[config.mk]
export PLATFORM = sky130hd
export DESIGN_NAME = pm_control_and_timer
export DESIGN_NICKNAME = d
export VERILOG_FILES = /design/src/inc/pm_ctl_pkg.sv /design/src/rtl/pm_control_and_timer.sv
export SDC_FILE = /design/constraint.sdc
export NUM_CORES = 1
export LEC_CHECK = 0
export BUFFER_PORTS_ARGS = -buffer_cell sky130_fd_sc_hd__buf_2
export CAP_MARGIN = 25
export CORE_MARGIN = 2
export CORE_UTILIZATION = 40
export DETAILED_ROUTE_END_ITERATION = 6
export PLACE_DENSITY = 0.72
export SLEW_MARGIN = 25
export SYNTH_ARGS = -nofsm -noshare
export SYNTH_HDL_FRONTEND = slang
export SYNTH_SLANG_ARGS = --single-unit
[constraint.sdc]
create_clock -name clk -period 3.4 [get_ports clk]
set_input_delay 0.68 -clock clk [delete_from_list [all_inputs] [get_ports clk]]
set_output_delay 0.68 -clock clk [all_outputs]
set_load 0.01 [all_outputs]
[src/inc/pm_ctl_pkg.sv]
// Purpose: shared constants for the power-management control and timer block
// Assumes: system I/O accesses carry a size code and lane-aligned data
// Notes: block base addresses and the bit split between blocks are module parameters
package pm_ctl_pkg;
  // access size codes on the I/O port
  localparam logic [1:0] SIZE_BYTE = 2'h0;
  localparam logic [1:0] SIZE_WORD = 2'h1;
  localparam logic [1:0] SIZE_DWORD = 2'h2;
  // control register layout
  localparam int ROUTE_BIT = 0;
  localparam int BM_WAKE_BIT = 1;
  localparam int GLOCK_BIT = 2;
  localparam int SLP_TYPE_LSB = 10;
  localparam int SLP_TYPE_MSB = 12;
  localparam int SLP_TRIG_BIT = 13;
  localparam logic [15:0] CTRL_RESET = 16'h0000;
  localparam logic [2:0] SLP_TYPE_RESET = 3'h0;
  // default split: first block holds all bits, second only the sleep fields
  localparam logic [15:0] FIRST_IMPL_DEFAULT = 16'h3C07;
  localparam logic [15:0] SECOND_IMPL_DEFAULT = 16'h3C00;
  // default I/O locations, each 32-bit aligned
  localparam logic [15:0] FIRST_BASE_DEFAULT = 16'h0404;
  localparam logic [15:0] SECOND_BASE_DEFAULT = 16'h0408;
  localparam logic [15:0] TIMER_BASE_DEFAULT = 16'h0410;
  localparam logic [31:0] COUNTER_INIT_DEFAULT = 32'h0000_0000;
  localparam logic [31:0] RDATA_RESET = 32'h0000_0000;
  // timer rate against the core clock, in hertz
  localparam longint CLK_HZ = 100_000_000;
  localparam real TIMER_MHZ = 3.579545;
  localparam longint TIMER_HZ = longint'(TIMER_MHZ * 1_000_000.0);
  localparam int PHASE_W = 28;
  localparam logic [PHASE_W-1:0] PHASE_STEP = PHASE_W'(TIMER_HZ);
  localparam logic [PHASE_W-1:0] PHASE_MOD = PHASE_W'(CLK_HZ);
  localparam logic [PHASE_W-1:0] PHASE_RESET = 28'h0000000;
endpackage

[src/rtl/pm_control_and_timer.sv]
// Purpose: two power control register blocks and the free-running power timer
// Assumes: I/O requests are one-cycle strobes, synchronous to clk, lane-aligned data
// Notes: timer ticks come from a phase accumulator on clk, gated by osc and working state
// Summary of operation
// - bits keep positions across blocks; absent bits read zero and ignore writes
// - each control block at its own aligned I/O address, resets to zero
// - control registers take byte and word accesses only
// - bit 0 routes power events to SCI when one, SMI when zero
// - only hardware changes the routing bit; software writes leave it
// - bit 1 lets a bus master request wake C3 processors to C0
// - writing one to bit 2 raises firmware SMI via its enable and flag
// - bits 3-9 and 14-15 read as zero
// - bits 10-12 hold the sleep type used when the trigger is written
// - bit 13 write-only trigger starting the sleep sequence, reads zero
// - timer register is read-only, 32 bits, accessed as a dword
// - counter is 24 or 32 bits, reported by the width flag
// - toggle of the counter's top bit sets the carry flag
// - low 24 bits return a count running at 3.579545 MHz in working state
// - counter start value is undefined; reset loads a chosen value
// - counter holds while the oscillator is stopped and resumes from there
// - bits 24-31 give upper count bits when wide, zero otherwise
// - enabled carry flag raises an SCI when bit 0 is one, an SMI when it is zero
`timescale 1ns/1ps
`default_nettype none
module pm_control_and_timer
  import pm_ctl_pkg::*;
#(
  parameter logic [15:0] FIRST_BASE = FIRST_BASE_DEFAULT,
  parameter logic [15:0] SECOND_BASE = SECOND_BASE_DEFAULT,
  parameter logic [15:0] TIMER_BASE = TIMER_BASE_DEFAULT,
  parameter logic [15:0] FIRST_IMPL = FIRST_IMPL_DEFAULT,
  parameter logic [15:0] SECOND_IMPL = SECOND_IMPL_DEFAULT,
  parameter bit COUNTER_WIDE = 1'b1,
  parameter logic [31:0] COUNTER_INIT = COUNTER_INIT_DEFAULT
)
(
  input wire logic clk, // core clock, 100 MHz
  input wire logic rst_n, // async reset, active low
  input wire logic [15:0] io_addr, // I/O byte address
  input wire logic io_rd, // read strobe
  input wire logic io_wr, // write strobe
  input wire logic [1:0] io_size, // byte, word or dword
  input wire logic [31:0] io_wdata, // lane-aligned write data
  output logic [31:0] io_rdata, // lane-aligned read data
  output logic io_ack, // access done pulse
  input wire logic route_set, // hardware sets routing bit
  input wire logic route_clear, // hardware clears routing bit
  input wire logic pm_event, // power event request pulse
  input wire logic bm_request, // bus master request
  input wire logic osc_running, // system oscillator running
  input wire logic sys_working, // system in working state
  input wire logic carry_irq_enable, // carry interrupt enable
  input wire logic carry_flag_clear, // clears carry flag
  input wire logic firmware_event_enable, // firmware SMI enable
  input wire logic firmware_flag_clear, // clears firmware flag
  output logic sci_out, // SCI request level
  output logic smi_out, // SMI request level
  output logic c3_wake, // wake C3 processors pulse
  output logic sleep_start, // sleep sequence start pulse
  output logic [2:0] sleep_type_first, // first block sleep code
  output logic [2:0] sleep_type_second, // second block sleep code
  output logic counter_carry_flag, // timer carry status
  output logic firmware_event_flag, // firmware event status
  output logic counter_width_flag // 1 = 32-bit counter
);

  // byte enables for a size at a byte offset within a dword
  function automatic logic [3:0] lanes(input logic [1:0] size, input logic [1:0] off);
    logic [3:0] be;
    be = 4'h0;
    if (size == SIZE_BYTE)
    begin
      be = 4'h1 << off;
    end
    else if (size == SIZE_WORD && !off[0])
    begin
      be = 4'h3 << off;
    end
    else if (size == SIZE_DWORD && off == 2'h0)
    begin
      be = 4'hF;
    end
    return be;
  endfunction

  // 16-bit control view for the lanes that hit the low or high half
  function automatic logic [15:0] half_mask(input logic [3:0] be, input logic [1:0] off);
    logic [15:0] m;
    m = 16'h0000;
    if (off[1])
    begin
      m = {{8{be[3]}}, {8{be[2]}}};
    end
    else
    begin
      m = {{8{be[1]}}, {8{be[0]}}};
    end
    return m;
  endfunction

  logic route_reg;
  logic bm_wake_reg;
  logic [2:0] type_first_reg;
  logic [2:0] type_second_reg;
  logic [31:0] count_reg;
  logic msb_prev_reg;
  logic [PHASE_W-1:0] phase_reg;
  logic [PHASE_W-1:0] phase_sum;
  logic tick;
  logic [1:0] off;
  logic [3:0] be;
  logic hit_first;
  logic hit_second;
  logic hit_timer;
  logic ctrl_ok;
  logic [15:0] wmask_first;
  logic [15:0] wmask_second;
  logic [15:0] wdata16;
  logic [15:0] wr_bits;
  logic [15:0] view_first;
  logic [15:0] view_second;
  logic [31:0] timer_view;
  logic [31:0] rd_next;
  logic count_msb;
  logic event_pending;

  // address decode; each block is one aligned dword
  assign off = io_addr[1:0];
  assign be = lanes(io_size, off);
  assign hit_first = (io_addr[15:2] == FIRST_BASE[15:2]);
  assign hit_second = (io_addr[15:2] == SECOND_BASE[15:2]);
  assign hit_timer = (io_addr[15:2] == TIMER_BASE[15:2]);
  // control blocks are 16 bits wide at offset 0, byte or word only
  assign ctrl_ok = (io_size != SIZE_DWORD) && !off[1] && (be != 4'h0);
  assign wdata16 = io_wdata[15:0];
  assign wmask_first = (io_wr && hit_first && ctrl_ok) ? (half_mask(be, off) & FIRST_IMPL) : 16'h0000;
  assign wmask_second = (io_wr && hit_second && ctrl_ok) ? (half_mask(be, off) & SECOND_IMPL) : 16'h0000;
  assign wr_bits = (wmask_first | wmask_second) & wdata16;

  // read views; write-only and reserved bits are zero, absent bits masked
  assign view_first = {2'h0, 1'b0, type_first_reg, 7'h00, 1'b0, bm_wake_reg, route_reg} & FIRST_IMPL;
  assign view_second = {2'h0, 1'b0, type_second_reg, 7'h00, 1'b0, bm_wake_reg, route_reg} & SECOND_IMPL;

  // timer view, upper byte only when the counter is wide
  assign timer_view = COUNTER_WIDE ? count_reg : {8'h00, count_reg[23:0]};
  assign count_msb = COUNTER_WIDE ? count_reg[31] : count_reg[23];

  // read mux; unmapped or wrong-size accesses read zero
  always_comb
  begin
    rd_next = 32'h0000_0000;
    if (hit_first && ctrl_ok)
    begin
      rd_next = {view_first, view_first} & {{8{be[3]}}, {8{be[2]}}, {8{be[1]}}, {8{be[0]}}};
    end
    else if (hit_second && ctrl_ok)
    begin
      rd_next = {view_second, view_second} & {{8{be[3]}}, {8{be[2]}}, {8{be[1]}}, {8{be[0]}}};
    end
    else if (hit_timer && io_size == SIZE_DWORD && off == 2'h0)
    begin
      rd_next = timer_view;
    end
  end

  // bus answer: data and ack one cycle after the strobe
  always_ff @(posedge clk or negedge rst_n)
  begin
    if (!rst_n)
    begin
      io_rdata <= RDATA_RESET;
      io_ack <= 1'b0;
    end
    else
    begin
      io_rdata <= io_rd ? rd_next : RDATA_RESET;
      io_ack <= io_rd | io_wr;
    end
  end

  // routing bit: hardware only, software writes have no effect
  always_ff @(posedge clk or negedge rst_n)
  begin
    if (!rst_n)
    begin
      route_reg <= CTRL_RESET[ROUTE_BIT];
    end
    else if (route_set)
    begin
      route_reg <= 1'b1;
    end
    else if (route_clear)
    begin
      route_reg <= 1'b0;
    end
  end

  // software-written control fields
  always_ff @(posedge clk or negedge rst_n)
  begin
    if (!rst_n)
    begin
      bm_wake_reg <= CTRL_RESET[BM_WAKE_BIT];
      type_first_reg <= SLP_TYPE_RESET;
      type_second_reg <= SLP_TYPE_RESET;
    end
    else
    begin
      if ((wmask_first[BM_WAKE_BIT] | wmask_second[BM_WAKE_BIT]))
      begin
        bm_wake_reg <= wdata16[BM_WAKE_BIT];
      end
      if (wmask_first[SLP_TYPE_LSB])
      begin
        type_first_reg <= wdata16[SLP_TYPE_MSB:SLP_TYPE_LSB];
      end
      if (wmask_second[SLP_TYPE_LSB])
      begin
        type_second_reg <= wdata16[SLP_TYPE_MSB:SLP_TYPE_LSB];
      end
    end
  end

  // sleep trigger: pulse out with the codes in force at that write
  always_ff @(posedge clk or negedge rst_n)
  begin
    if (!rst_n)
    begin
      sleep_start <= 1'b0;
      sleep_type_first <= SLP_TYPE_RESET;
      sleep_type_second <= SLP_TYPE_RESET;
    end
    else
    begin
      sleep_start <= wr_bits[SLP_TRIG_BIT];
      if (wr_bits[SLP_TRIG_BIT])
      begin
        // a type written in the same access takes effect with the trigger
        sleep_type_first <= wmask_first[SLP_TYPE_LSB] ? wdata16[SLP_TYPE_MSB:SLP_TYPE_LSB] : type_first_reg;
        sleep_type_second <= wmask_second[SLP_TYPE_LSB] ? wdata16[SLP_TYPE_MSB:SLP_TYPE_LSB] : type_second_reg;
      end
    end
  end

  // global lock release sets the firmware flag; set wins over clear
  always_ff @(posedge clk or negedge rst_n)
  begin
    if (!rst_n)
    begin
      firmware_event_flag <= 1'b0;
    end
    else if (wr_bits[GLOCK_BIT])
    begin
      firmware_event_flag <= 1'b1;
    end
    else if (firmware_flag_clear)
    begin
      firmware_event_flag <= 1'b0;
    end
  end

  // bus master wake toward C3 processors
  always_ff @(posedge clk or negedge rst_n)
  begin
    if (!rst_n)
    begin
      c3_wake <= 1'b0;
    end
    else
    begin
      c3_wake <= bm_request & bm_wake_reg;
    end
  end

  // phase accumulator making 3.579545 MHz ticks from clk
  assign phase_sum = phase_reg + PHASE_STEP;
  assign tick = (phase_sum >= PHASE_MOD);
  always_ff @(posedge clk or negedge rst_n)
  begin
    if (!rst_n)
    begin
      phase_reg <= PHASE_RESET;
    end
    else if (osc_running)
    begin
      phase_reg <= tick ? (phase_sum - PHASE_MOD) : phase_sum;
    end
  end

  // counter: runs in working state while the oscillator runs, wraps at all ones
  always_ff @(posedge clk or negedge rst_n)
  begin
    if (!rst_n)
    begin
      count_reg <= COUNTER_INIT;
    end
    else if (tick && osc_running && sys_working)
    begin
      count_reg <= count_reg + 32'h0000_0001;
    end
  end

  // carry flag on any toggle of the top implemented bit; set wins over clear
  always_ff @(posedge clk or negedge rst_n)
  begin
    if (!rst_n)
    begin
      msb_prev_reg <= COUNTER_WIDE ? COUNTER_INIT[31] : COUNTER_INIT[23]; // no false carry after reset
      counter_carry_flag <= 1'b0;
    end
    else
    begin
      msb_prev_reg <= count_msb;
      if (count_msb != msb_prev_reg)
      begin
        counter_carry_flag <= 1'b1;
      end
      else if (carry_flag_clear)
      begin
        counter_carry_flag <= 1'b0;
      end
    end
  end

  // event routing to SCI or SMI; firmware SMI from the lock release
  assign event_pending = pm_event | (counter_carry_flag & carry_irq_enable);
  always_ff @(posedge clk or negedge rst_n)
  begin
    if (!rst_n)
    begin
      sci_out <= 1'b0;
      smi_out <= 1'b0;
      counter_width_flag <= 1'b0;
    end
    else
    begin
      sci_out <= event_pending & route_reg;
      smi_out <= (event_pending & ~route_reg) | (firmware_event_flag & firmware_event_enable);
      counter_width_flag <= COUNTER_WIDE;
    end
  end

endmodule
`default_nettype wire

==> results.md, run 1 <==
* Outcome: finished with violations
* Failing checks: negative setup slack
* Area of the multi-input gates at 0.00336 sq mm
* Fin cells at 994
* Hold Slack at 321 ps
* Mapped Avg Cell Area at 10.0 sq um
* Clock Latency Late Sink at 420 ps
* Final antenna-violating net count at 0
* Final nets at about 870
* Final Cycle Share at 1.06
* Worst-margin pin slew at roughly 710 ps
* Initial Util at 0.406
* Vias in the first global route at 5334
* RSZ-0062 raised after global routing: yes
* TritonRoute pass-1 iters at 5
* Max transition margin at 0.526
* Sequential share of the synthesized area at 0.467
* Critical setup path kind: flip-flop to flip-flop
* Tmin final at 3610 ps
* Startpoint Class: flip-flop
* Cell internal pwr at 4.70 mW
* Clock sink total at roughly 120
* FILL cells at around 1.3k
* Switching pwr at 2.79 mW
* Setup violators final at 40
* First-pass GRT wire length at 26.0 mm
* Fin. max-slew vios at 0
* Seq pwr share at 0.248
* Netlist Area Pre-Place at 0.00616 sq mm
* Input/output buffers at 83
* Number of synthesized flops with an enable pin at 0
* Hold_buf cts at 0
* Yosys top cell area share at 0.467
* Area leader, netlist: dfrtp_1
* Chip height at 128 um
* Clock power frac at 0.248
* Fmax at 0.277 GHz
* Clock Path Buffers at 2
* Synth area leaders: dfrtp_1, xnor2_1, xor2_1
* Post-Route WL at 15.9 mm
* Clock Skew at about 12 ps
* Die extent in x at 128 um
* Total CTS buffers at 17
* CTS tree: yes
* CORE AREA at approximately 0.015 sq mm
* Grt total ovfl at 0
* DRC at 0
* Critical path endpoint category: flip-flop
* Ys async rst share at 1.00
* Pleak at about 4.1 nW
* Reg area at about 0.0029 sq mm
* Worst EP required at 3710 ps
* Pin count of the biggest net entering global routing at slightly above 60
* Worst EP arrival at 3920 ps
* R2R Setup Slk at -210 ps
* Number of H-tree levels at 4
* Initial antenna violation count at 0
* Switch share at 0.372
* Max-cap violations at 0
* GRT Overall Usage at 0.200
* Reg-to-Reg Start: phase_reg[1]
* Post-detail-place hpwl at 10.6 mm
* Worst-path clk slew at 60 ps
* Via-to-Cell Ratio at 5.44
* Final Cell Area at 0.00843 sq mm
* Layout area overhead at 37.0%
* Ys flop type: dfrtp_1
* Layout cell share with drive strength beyond 1 at 0.361
* Setup WS post-layout at -214 ps
* Placed cells at 938
* Flops & latches, synth at 115
* Hold/Removal Path Class: input port to async pin
* Die area at 0.0164 sq mm
* Pwr per Cell Area at 888 mW/mm^2
* Root Driver: clkbuf_16
* Ports at 110
* Mapped Cells at 613
* Worst IR Drop VDD at approximately 460 uV
* DRT iter0 DRCs at between 300 and 400
* Synth Warn # at 0
* WL per Instance at 16.0 um
* Dpl ws at -275 ps
* Critical-path maximum fanout at 6
* R2R depth at 18
* Combinational cell fraction of total power at 0.504
* DR vias at ~5.4k
* Distinct cells, synth at 63
* Antenna Cells at 0
* Final hold violation count at 0
* Area post-placement at 0.00737 sq mm
* R2r endpoint: phase_reg[16]
* Net Count, Synth at 686
* Rows at 45
* Global placer's final weighted congestion at 0.889
==> area by class of cell <==
| class | count | share of cell area |
|---|---|---|
| Clock buffer | 21 | 0.0558 |
| Clock inverter | 11 | 0.0181 |
| Inverter | 15 | 0.00668 |
| Multi-Input combinational cell | 454 | 0.399 |
| Sequential cell | 115 | 0.342 |
| Tap cell | 188 | 0.0279 |
| Timing Repair Buffer | 190 | 0.151 |
==> cells by family after synthesis <==
logic type      synth area share
compound gates             0.133
xor+xnor                  0.0982
fa+ha+maj                 0.0183
buf+inv                   0.0299
flops                      0.467
mux                       0.0378
other cells             0.000609
simple gates               0.215
==> synth_stat cells (5+ instances only) <==
master      n
nand2b_1    8
dfrtp_1   115
clkbuf_1   18
a211oi_1    6
inv_1      15
nand3_1    22
nand4_1    14
nand3b_1    7
a31oi_1     7
xor2_1     27
o21ai_0    27
nor4_1      8
a222oi_1    6
ha_1        9
nor2_1     40
buf_2       9
nor2b_1    25
a32oi_1     6
xnor2_1    42
nor3_1     11
o211ai_1    5
and2_1      5
a21oi_1    23
mux2_2     18
nor4b_1     5
and3_1     31
nand2_1    41
or3_1       5
==> metrics by stage <==
| stage | TNS [ps] | utilization | power [mW] |
|---|---|---|---|
| floorplan | 0 | - | 3.65 |
| global placement | -2100 | 0.487 | 4.84 |
| detailed placement | -5190 | 0.487 | 4.90 |
| CTS | -1020 | 0.541 | 7.03 |
| global route | -11480 | 0.557 | 7.96 |
| finish | -3440 | 0.557 | 7.49 |
==> layer usage <==
layer  track usage  up-vias  part of all wire
met5             0        -                 0
met4        0.0679        0             0.015
met3        0.0497       21             0.043
met2         0.332      139              0.50
met1         0.257     2684              0.44
li1              -     2566                 -
==> critical path: stages (launching register included) <==
cell and delay (ps):
dfrtp_2 430, ha_4 180, a211oi_4 350, nor2_2 90, nor2_2 200, xor2_2 200
inv_1 80, ha_1 180, nand4b_1 100, a221oi_2 60, o211ai_1 340, a311oi_4 140
buf_4 170, or2_4 260, buf_4 160, clkbuf_16 160, a31oi_4 180, a21oi_2 70
xor2_1 170
==> cell usage in the layout, fill, tap and decap left out, drive strengths merged, types with 7 or more instances in the layout <==
master    n
buf     189
dfrtp   115
nand2    42
xnor2    42
nor2     40
and3     31
o21ai    28
xor2     27
nor2b    25
a21oi    24
nand3    22
clkbuf   22
mux2     18
inv      15
nand4    14
nor3     11
ha        9
nand2b    8
nor4      8
nand3b    7
a31oi     7
a211oi    7
==> worst max-delay path by stage <==
stage | cells after the start | start | end | slack, ps
after floorplan | 14 | phase_reg[0] | phase_reg[20] | 4
after global placement | 16 | phase_reg[1] | phase_reg[20] | -140
after detailed placement | 16 | phase_reg[1] | count_reg[29] | -280
after CTS | 13 | phase_reg[1] | phase_reg[12] | -100
after global routing | 18 | phase_reg[1] | phase_reg[16] | -340
final | 18 | phase_reg[1] | phase_reg[16] | -210
==> power groups by stage <==
stage	logic (mW)	registers, mW	clock network [mW]
6_report	3.78	1.86	1.85
5_1_grt	4.10	1.90	1.96
4_1_cts	3.28	1.86	1.89
3_5_place_dp	3.02	1.87	0
3_3_place_gp	2.97	1.87	0
2_1_floorplan	1.87	1.78	0
==> repair_timing <==
action,CTS,global route
setup endpoints to repair,44,51
pin swaps,13,32
resized for setup,16,42
setup buffers,19,4
gates cloned,0,1
Note: power is estimated with default switching activity, not from simulation.
==> inputs of run 2 (changes only) <==
- SETUP_SLACK_MARGIN: not set -> 0.02
- SKIP_LAST_GASP: not set -> 1
==> results.md, run 2 (synthesis gave the netlist of run 1 again) <==
* Outcome: finished with violations
* Failing checks: negative setup slack
* Die area at 0.0164 sq mm (unchanged)
* Clock Latency Late Sink at 410 ps (about the same)
* Pin count of the biggest net entering global routing at 61 (-1.6%)
* Clock sink total at 115 (unchanged)
* Number of H-tree levels at 4 (unchanged)
* Ports at 110 (unchanged)
* Critical setup path kind: flip-flop to flip-flop
* Worst IR Drop VDD at 425 uV (-7.7%)
* Layout area overhead at 33.3%
* Worst path max stage delay at 450 ps (+20 ps)
* Critical-path maximum fanout at 4 (-2)
* GRT Overall Usage at 0.190 (-0.00990)
* Rows at 45 (unchanged)
* Crit. Startpoint: phase_reg[0]
* Worst setup path endpoint: count_reg[30]
* Final hold violation count at 0 (unchanged)
* DRC at 0 (unchanged)
* Worst EP required at 3730 ps (+20 ps)
* Global placer's final weighted congestion at 0.902 (+1.5%)
* Fmax at 0.287 GHz (+3.7%)
* DRT iter0 DRCs at 300 (-23%)
* Placed cells at 927 (-1.2%)
* Worst EP arrival at 3810 ps (-110 ps)
* Pleak at 3.96 nW (-3.3%)
* Most common cell after layout, fill and taps aside: dfrtp_1
* Tmin final at 3480 ps (-130 ps)
* Worst-margin pin slew at 768 ps (+58.0 ps)
* Layout cell share with drive strength beyond 1 at 0.338 (-0.0226)
* Post-Route WL at 15.1 mm (-4.8%)
* Setup WS post-layout at -84.6 ps (+130 ps)
* Setup violators final at 20 (-50%)
* First-pass GRT wire length at 24.6 mm (-5.3%)
* Reg area at 0.00288 sq mm (unchanged)
* Die extent in x at 128 um (unchanged)
* WL per Instance at 15.6 um (-2.2%)
* Slowest-stage cell, CP: dfrtp_2
* Most frequent cells in the layout: dfrtp_1, buf_2, buf_4, nand2_1, xnor2_1
* Final nets at 842 (-2.8%)
* Max transition margin at 0.488 (-0.0387)
* Antenna Cells at 0 (unchanged)
* Root Driver: clkbuf_16
* FILL cells at 1305 (+2.2%)
* R2r endpoint: count_reg[30]
* Area of the multi-input gates at 0.00338 sq mm (+0.45%)
* Final antenna-violating net count at 0 (unchanged)
* WP buf/inv at 4 (unchanged)
* CP Cell Sequence: ha_4, a211oi_4, o211ai_1, buf_4, and3_1, nor3_2, buf_4, o211ai_1, a311oi_4, o211a_4, buf_12, nand2_4, buf_6, nor4_4, xor2_1
* Reg-to-Reg Start: phase_reg[0]
* Fin cells at 968 (-2.6%)
* Initial Util at 0.406 (unchanged)
* Initial antenna violation count at 0 (unchanged)
* TritonRoute pass-1 iters at 5 (unchanged)
* Fin. max-slew vios at 0 (unchanged)
* Clock Skew at 9.29 ps (-2.59 ps)
* Startpoint Class: flip-flop
* DR vias at 5251 (-2.9%)
* Post-detail-place hpwl at 10.4 mm (-1.6%)
* RSZ-0062 raised after global routing: yes
* Worst path depth at 15 (-3)
* Crit path max-delay family: compound AO/OA/AOI/OAI gates
* Pwr per Cell Area at 823 mW/mm^2 (-7.4%)
* Grt total ovfl at 0 (unchanged)
* R2R Setup Slk at -80 ps (+130 ps)
* R2R depth at 15 (-3)
* Chip height at 128 um (unchanged)
* Input/output buffers at 83 (unchanged)
* Hold Slack at 337 ps (+16.2 ps)
* Final Cycle Share at 1.02 (-0.0381)
* CTS tree: yes
* Critical path endpoint category: flip-flop
* Max-cap violations at 0 (unchanged)
* Total CTS buffers at 17 (unchanged)
* Hold/Removal Path Class: input port to async pin
* Worst-path clk slew at 50 ps (about the same)
* Pwr Total at 6.76 mW (-9.8%)
* CORE AREA at 0.0151 sq mm (unchanged)
* Clock Path Buffers at 2 (unchanged)
* Via-to-Cell Ratio at 5.42 (-0.33%)
* Hold_buf cts at 0 (unchanged)
* Vias in the first global route at 5174 (-3.0%)
==> run 2: area by class of cell <==
class | count | area share
Timing Repair Buffer | 166 | 0.135
Inverter | 15 | 0.00686
Sequential cell | 115 | 0.351
Tap cell | 188 | 0.0287
Clock buffer | 22 | 0.0578
Multi-Input combinational cell | 454 | 0.411
Clock inverter | 8 | 0.00976
==> run 2: per-layer routing <==
metal	vias up	GRT usage	part of all wire
met4	0	0.0769	0.016
met2	137	0.324	0.50
met3	20	0.0476	0.048
met5	-	0	0
met1	2574	0.232	0.44
li1	2520	-	-
==> run 2: worst min path at each step <==
stage                          to  slack, ps  cells after the start
5_1_grt             phase_reg[11]        400                      1
6_report            phase_reg[11]        340                      1
4_1_cts              phase_reg[5]        370                      1
3_3_place_gp   counter_carry_flag        470                      2
3_5_place_dp         msb_prev_reg        470                      0
2_1_floorplan         bm_wake_reg        380                      0
==> run 2: power breakdown <==
group	total, mW	leakage [nW]	internal [mW]	switching [mW]
Sequential	1.88	1.52	1.58	0.300
Clock	1.66	0.264	1.05	0.609
Combinational	3.21	2.17	1.58	1.63
==> run 2: per-stage QoR <==
| stage | instance area, sq um | TNS [ps] | worst slack [ps] | utilization |
|---|---|---|---|---|
| global placement | 7290 | -2300 | -152 | 0.481 |
| floorplan | 6180 | 0 | 20.6 | - |
| finish | 8210 | -674 | -84.6 | 0.542 |
| CTS | 7910 | -199 | -32.5 | 0.522 |
| detailed placement | 7290 | -4310 | -247 | 0.481 |
| global route | 8210 | -7700 | -312 | 0.542 |
==> run 2: timing repair <==
action | 4_1_cts | 5_1_grt
endpoints found under the setup margin | 45 | 51
gates cloned | 0 | 0
resized for setup | 9 | 49
buffers inserted | 3 | 8
pin swaps | 8 | 28
==> inputs of run 3 (changes only) <==
- CORE_MARGIN: 2 -> not set
- CORE_UTILIZATION: 40 -> 51
- PLACE_DENSITY: 0.72 -> 0.86
==> results.md, run 3 (synthesis gave the netlist of run 1 again) <==
* Outcome: finished with violations
* Failing checks: design-rule violations, negative setup slack
* Antenna Cells at 0 (unchanged)
* Fmax at 0.273 GHz (-4.9%)
* Clock sink total at 115 (unchanged)
* GRT Overall Usage at 0.284 (+0.0936)
* Hold/Removal Path Class: input port to async pin
* Clock Path Buffers at 2 (unchanged)
* Initial antenna violation count at 0 (unchanged)
* CORE AREA at 0.0116 sq mm (-23%)
* First-pass GRT wire length at 27.8 mm (+13%)
* Chip height at 112 um (-13%)
* DRC at 2 (+2)
* Max transition margin at 0.523 (+0.0348)
* Via-to-Cell Ratio at 6.02 (+11%)
* Worst-path clk slew at 60 ps (about the same)
* Hold_buf cts at 0 (unchanged)
* Ports at 110 (unchanged)
* Vias in the first global route at 5786 (+12%)
* Total CTS buffers at 17 (unchanged)
* Final antenna-violating net count at 0 (unchanged)
* Clock Latency Late Sink at 420 ps (about the same)
* Setup WS post-layout at -266 ps (-181 ps)
* Critical path endpoint category: flip-flop
* Tmin final at 3670 ps (+181 ps)
* Worst-margin pin slew at 713 ps (-55.4 ps)
* Final nets at 848 (+0.71%)
* Root Driver: clkbuf_16
* Final Cycle Share at 1.08 (+0.0533)
* RSZ-0062 raised after global routing: yes
* Pleak at 4.02 nW (+1.7%)
* Most common cell after layout, fill and taps aside: dfrtp_1
* Global placer's final weighted congestion at 0.876 (-2.9%)
* Grt total ovfl at 0 (unchanged)
* Fin cells at 931 (-3.8%)
* Layout cell share with drive strength beyond 1 at 0.353 (+0.0143)
* DRT iter0 DRCs at 397 (+32%)
* DR vias at 5607 (+6.8%)
* Most frequent cells in the layout: dfrtp_1, buf_2, buf_4, nand2_1, xnor2_1
* Clock Skew at 12.8 ps (+3.51 ps)
* Critical-path maximum fanout at 7 (+3)
* Die extent in x at 112 um (-13%)
* Area post-placement at 0.00722 sq mm (-0.94%)
* TritonRoute pass-1 iters at 7 (+2)
* Pwr per Cell Area at 852 mW/mm^2 (+3.5%)
* Fin. max-slew vios at 0 (unchanged)
* Critical setup path kind: flip-flop to flip-flop
* Input/output buffers at 83 (unchanged)
* WL per Instance at 18.9 um (+21%)
* Placed cells at 882 (-4.9%)
* Worst EP arrival at 4000 ps (+190 ps)
* Final Cell Area at 0.00826 sq mm (+0.64%)
* Layout area overhead at 34.2%
* Worst IR Drop VDD at 443 uV (+4.4%)
* Worst EP required at 3730 ps (about the same)
* Post-Route WL at 17.6 mm (+17%)
* Dpl ws at -288 ps (-41.0 ps)
* Die area at 0.0125 sq mm (-24%)
* Setup_tns at -5050 ps (-4380 ps)
* Final hold violation count at 0 (unchanged)
* Initial Util at 0.530 (+0.124)
* Pin count of the biggest net entering global routing at 34 (-44%)
* Setup violators final at 43 (+110%)
* Rows at 39 (-13%)
* Post-detail-place hpwl at 10.7 mm (+2.8%)
* Max-cap violations at 0 (unchanged)
* Startpoint Class: flip-flop
* CTS tree: yes
* Number of H-tree levels at 4 (unchanged)
run 3: area by class of cell:
| class | count | area, sq um |
|---|---|---|
| clock buffers | 18 | 439 |
| multi-input cells | 454 | 3420 |
| flip-flops and latches | 115 | 2880 |
| clock inverters | 14 | 149 |
| repair buffers | 172 | 1130 |
| fillers | 781 | 3350 |
| well taps | 143 | 179 |
| inverters | 15 | 56.3 |
run 3: final timing paths:
check                                       from            endpoint  slack, ps  depth (start not counted)
worst max-delay path                phase_reg[0]        count_reg[3]       -270                         18
worst min-delay path                       rst_n       phase_reg[15]        220                          1
worst max register to register      phase_reg[0]        count_reg[3]       -270                         18
worst min register to register     count_reg[31]        msb_prev_reg        460                          0
max in group asynchronous                  rst_n        count_reg[7]       2390                          2
min in group clk                carry_flag_clear  counter_carry_flag        440                          2
run 3: power breakdown:
part           switching, mW  internal [mW]
Sequential             0.343           1.58
Combinational           1.71           1.62
Clock                  0.680           1.10
run 3: through the flow:
| step | hold slack (ps) | power, mW | util |
|---|---|---|---|
| 3_3_place_gp | 455 | 4.65 | 0.622 |
| 4_1_cts | 230 | 6.77 | 0.694 |
| 3_5_place_dp | 446 | 4.77 | 0.622 |
| 6_report | 217 | 7.04 | 0.711 |
| 2_1_floorplan | 384 | 3.65 | - |
| 5_1_grt | 238 | 7.42 | 0.711 |
run 3: worst max-delay path, stage by stage, from the launching register on:
cell,delay (ps)
dfrtp_2,450
ha_4,190
a211oi_4,240
buf_4,180
nor2_4,40
nor2_4,140
xor2_2,90
inv_1,60
ha_2,160
nand4b_1,100
a221oi_2,240
o211ai_1,210
a311oi_4,390
o211a_1,310
and4_4,280
buf_12,130
buf_8,120
buf_4,110
xor2_1,150
run 3: timing repair:
item,4_1_cts,5_1_grt
setup buffers,9,10
endpoints found under the setup margin,50,52
resized for setup,40,35
pin swaps,24,26
run 3: layer usage:
layer	routed length [um]	vias to the layer above	global-route usage
met1	6900	2782	0.323
met3	964	62	0.0588
li1	-	2523	-
met5	0	-	0
met2	9120	240	0.510
met4	619	0	0.133
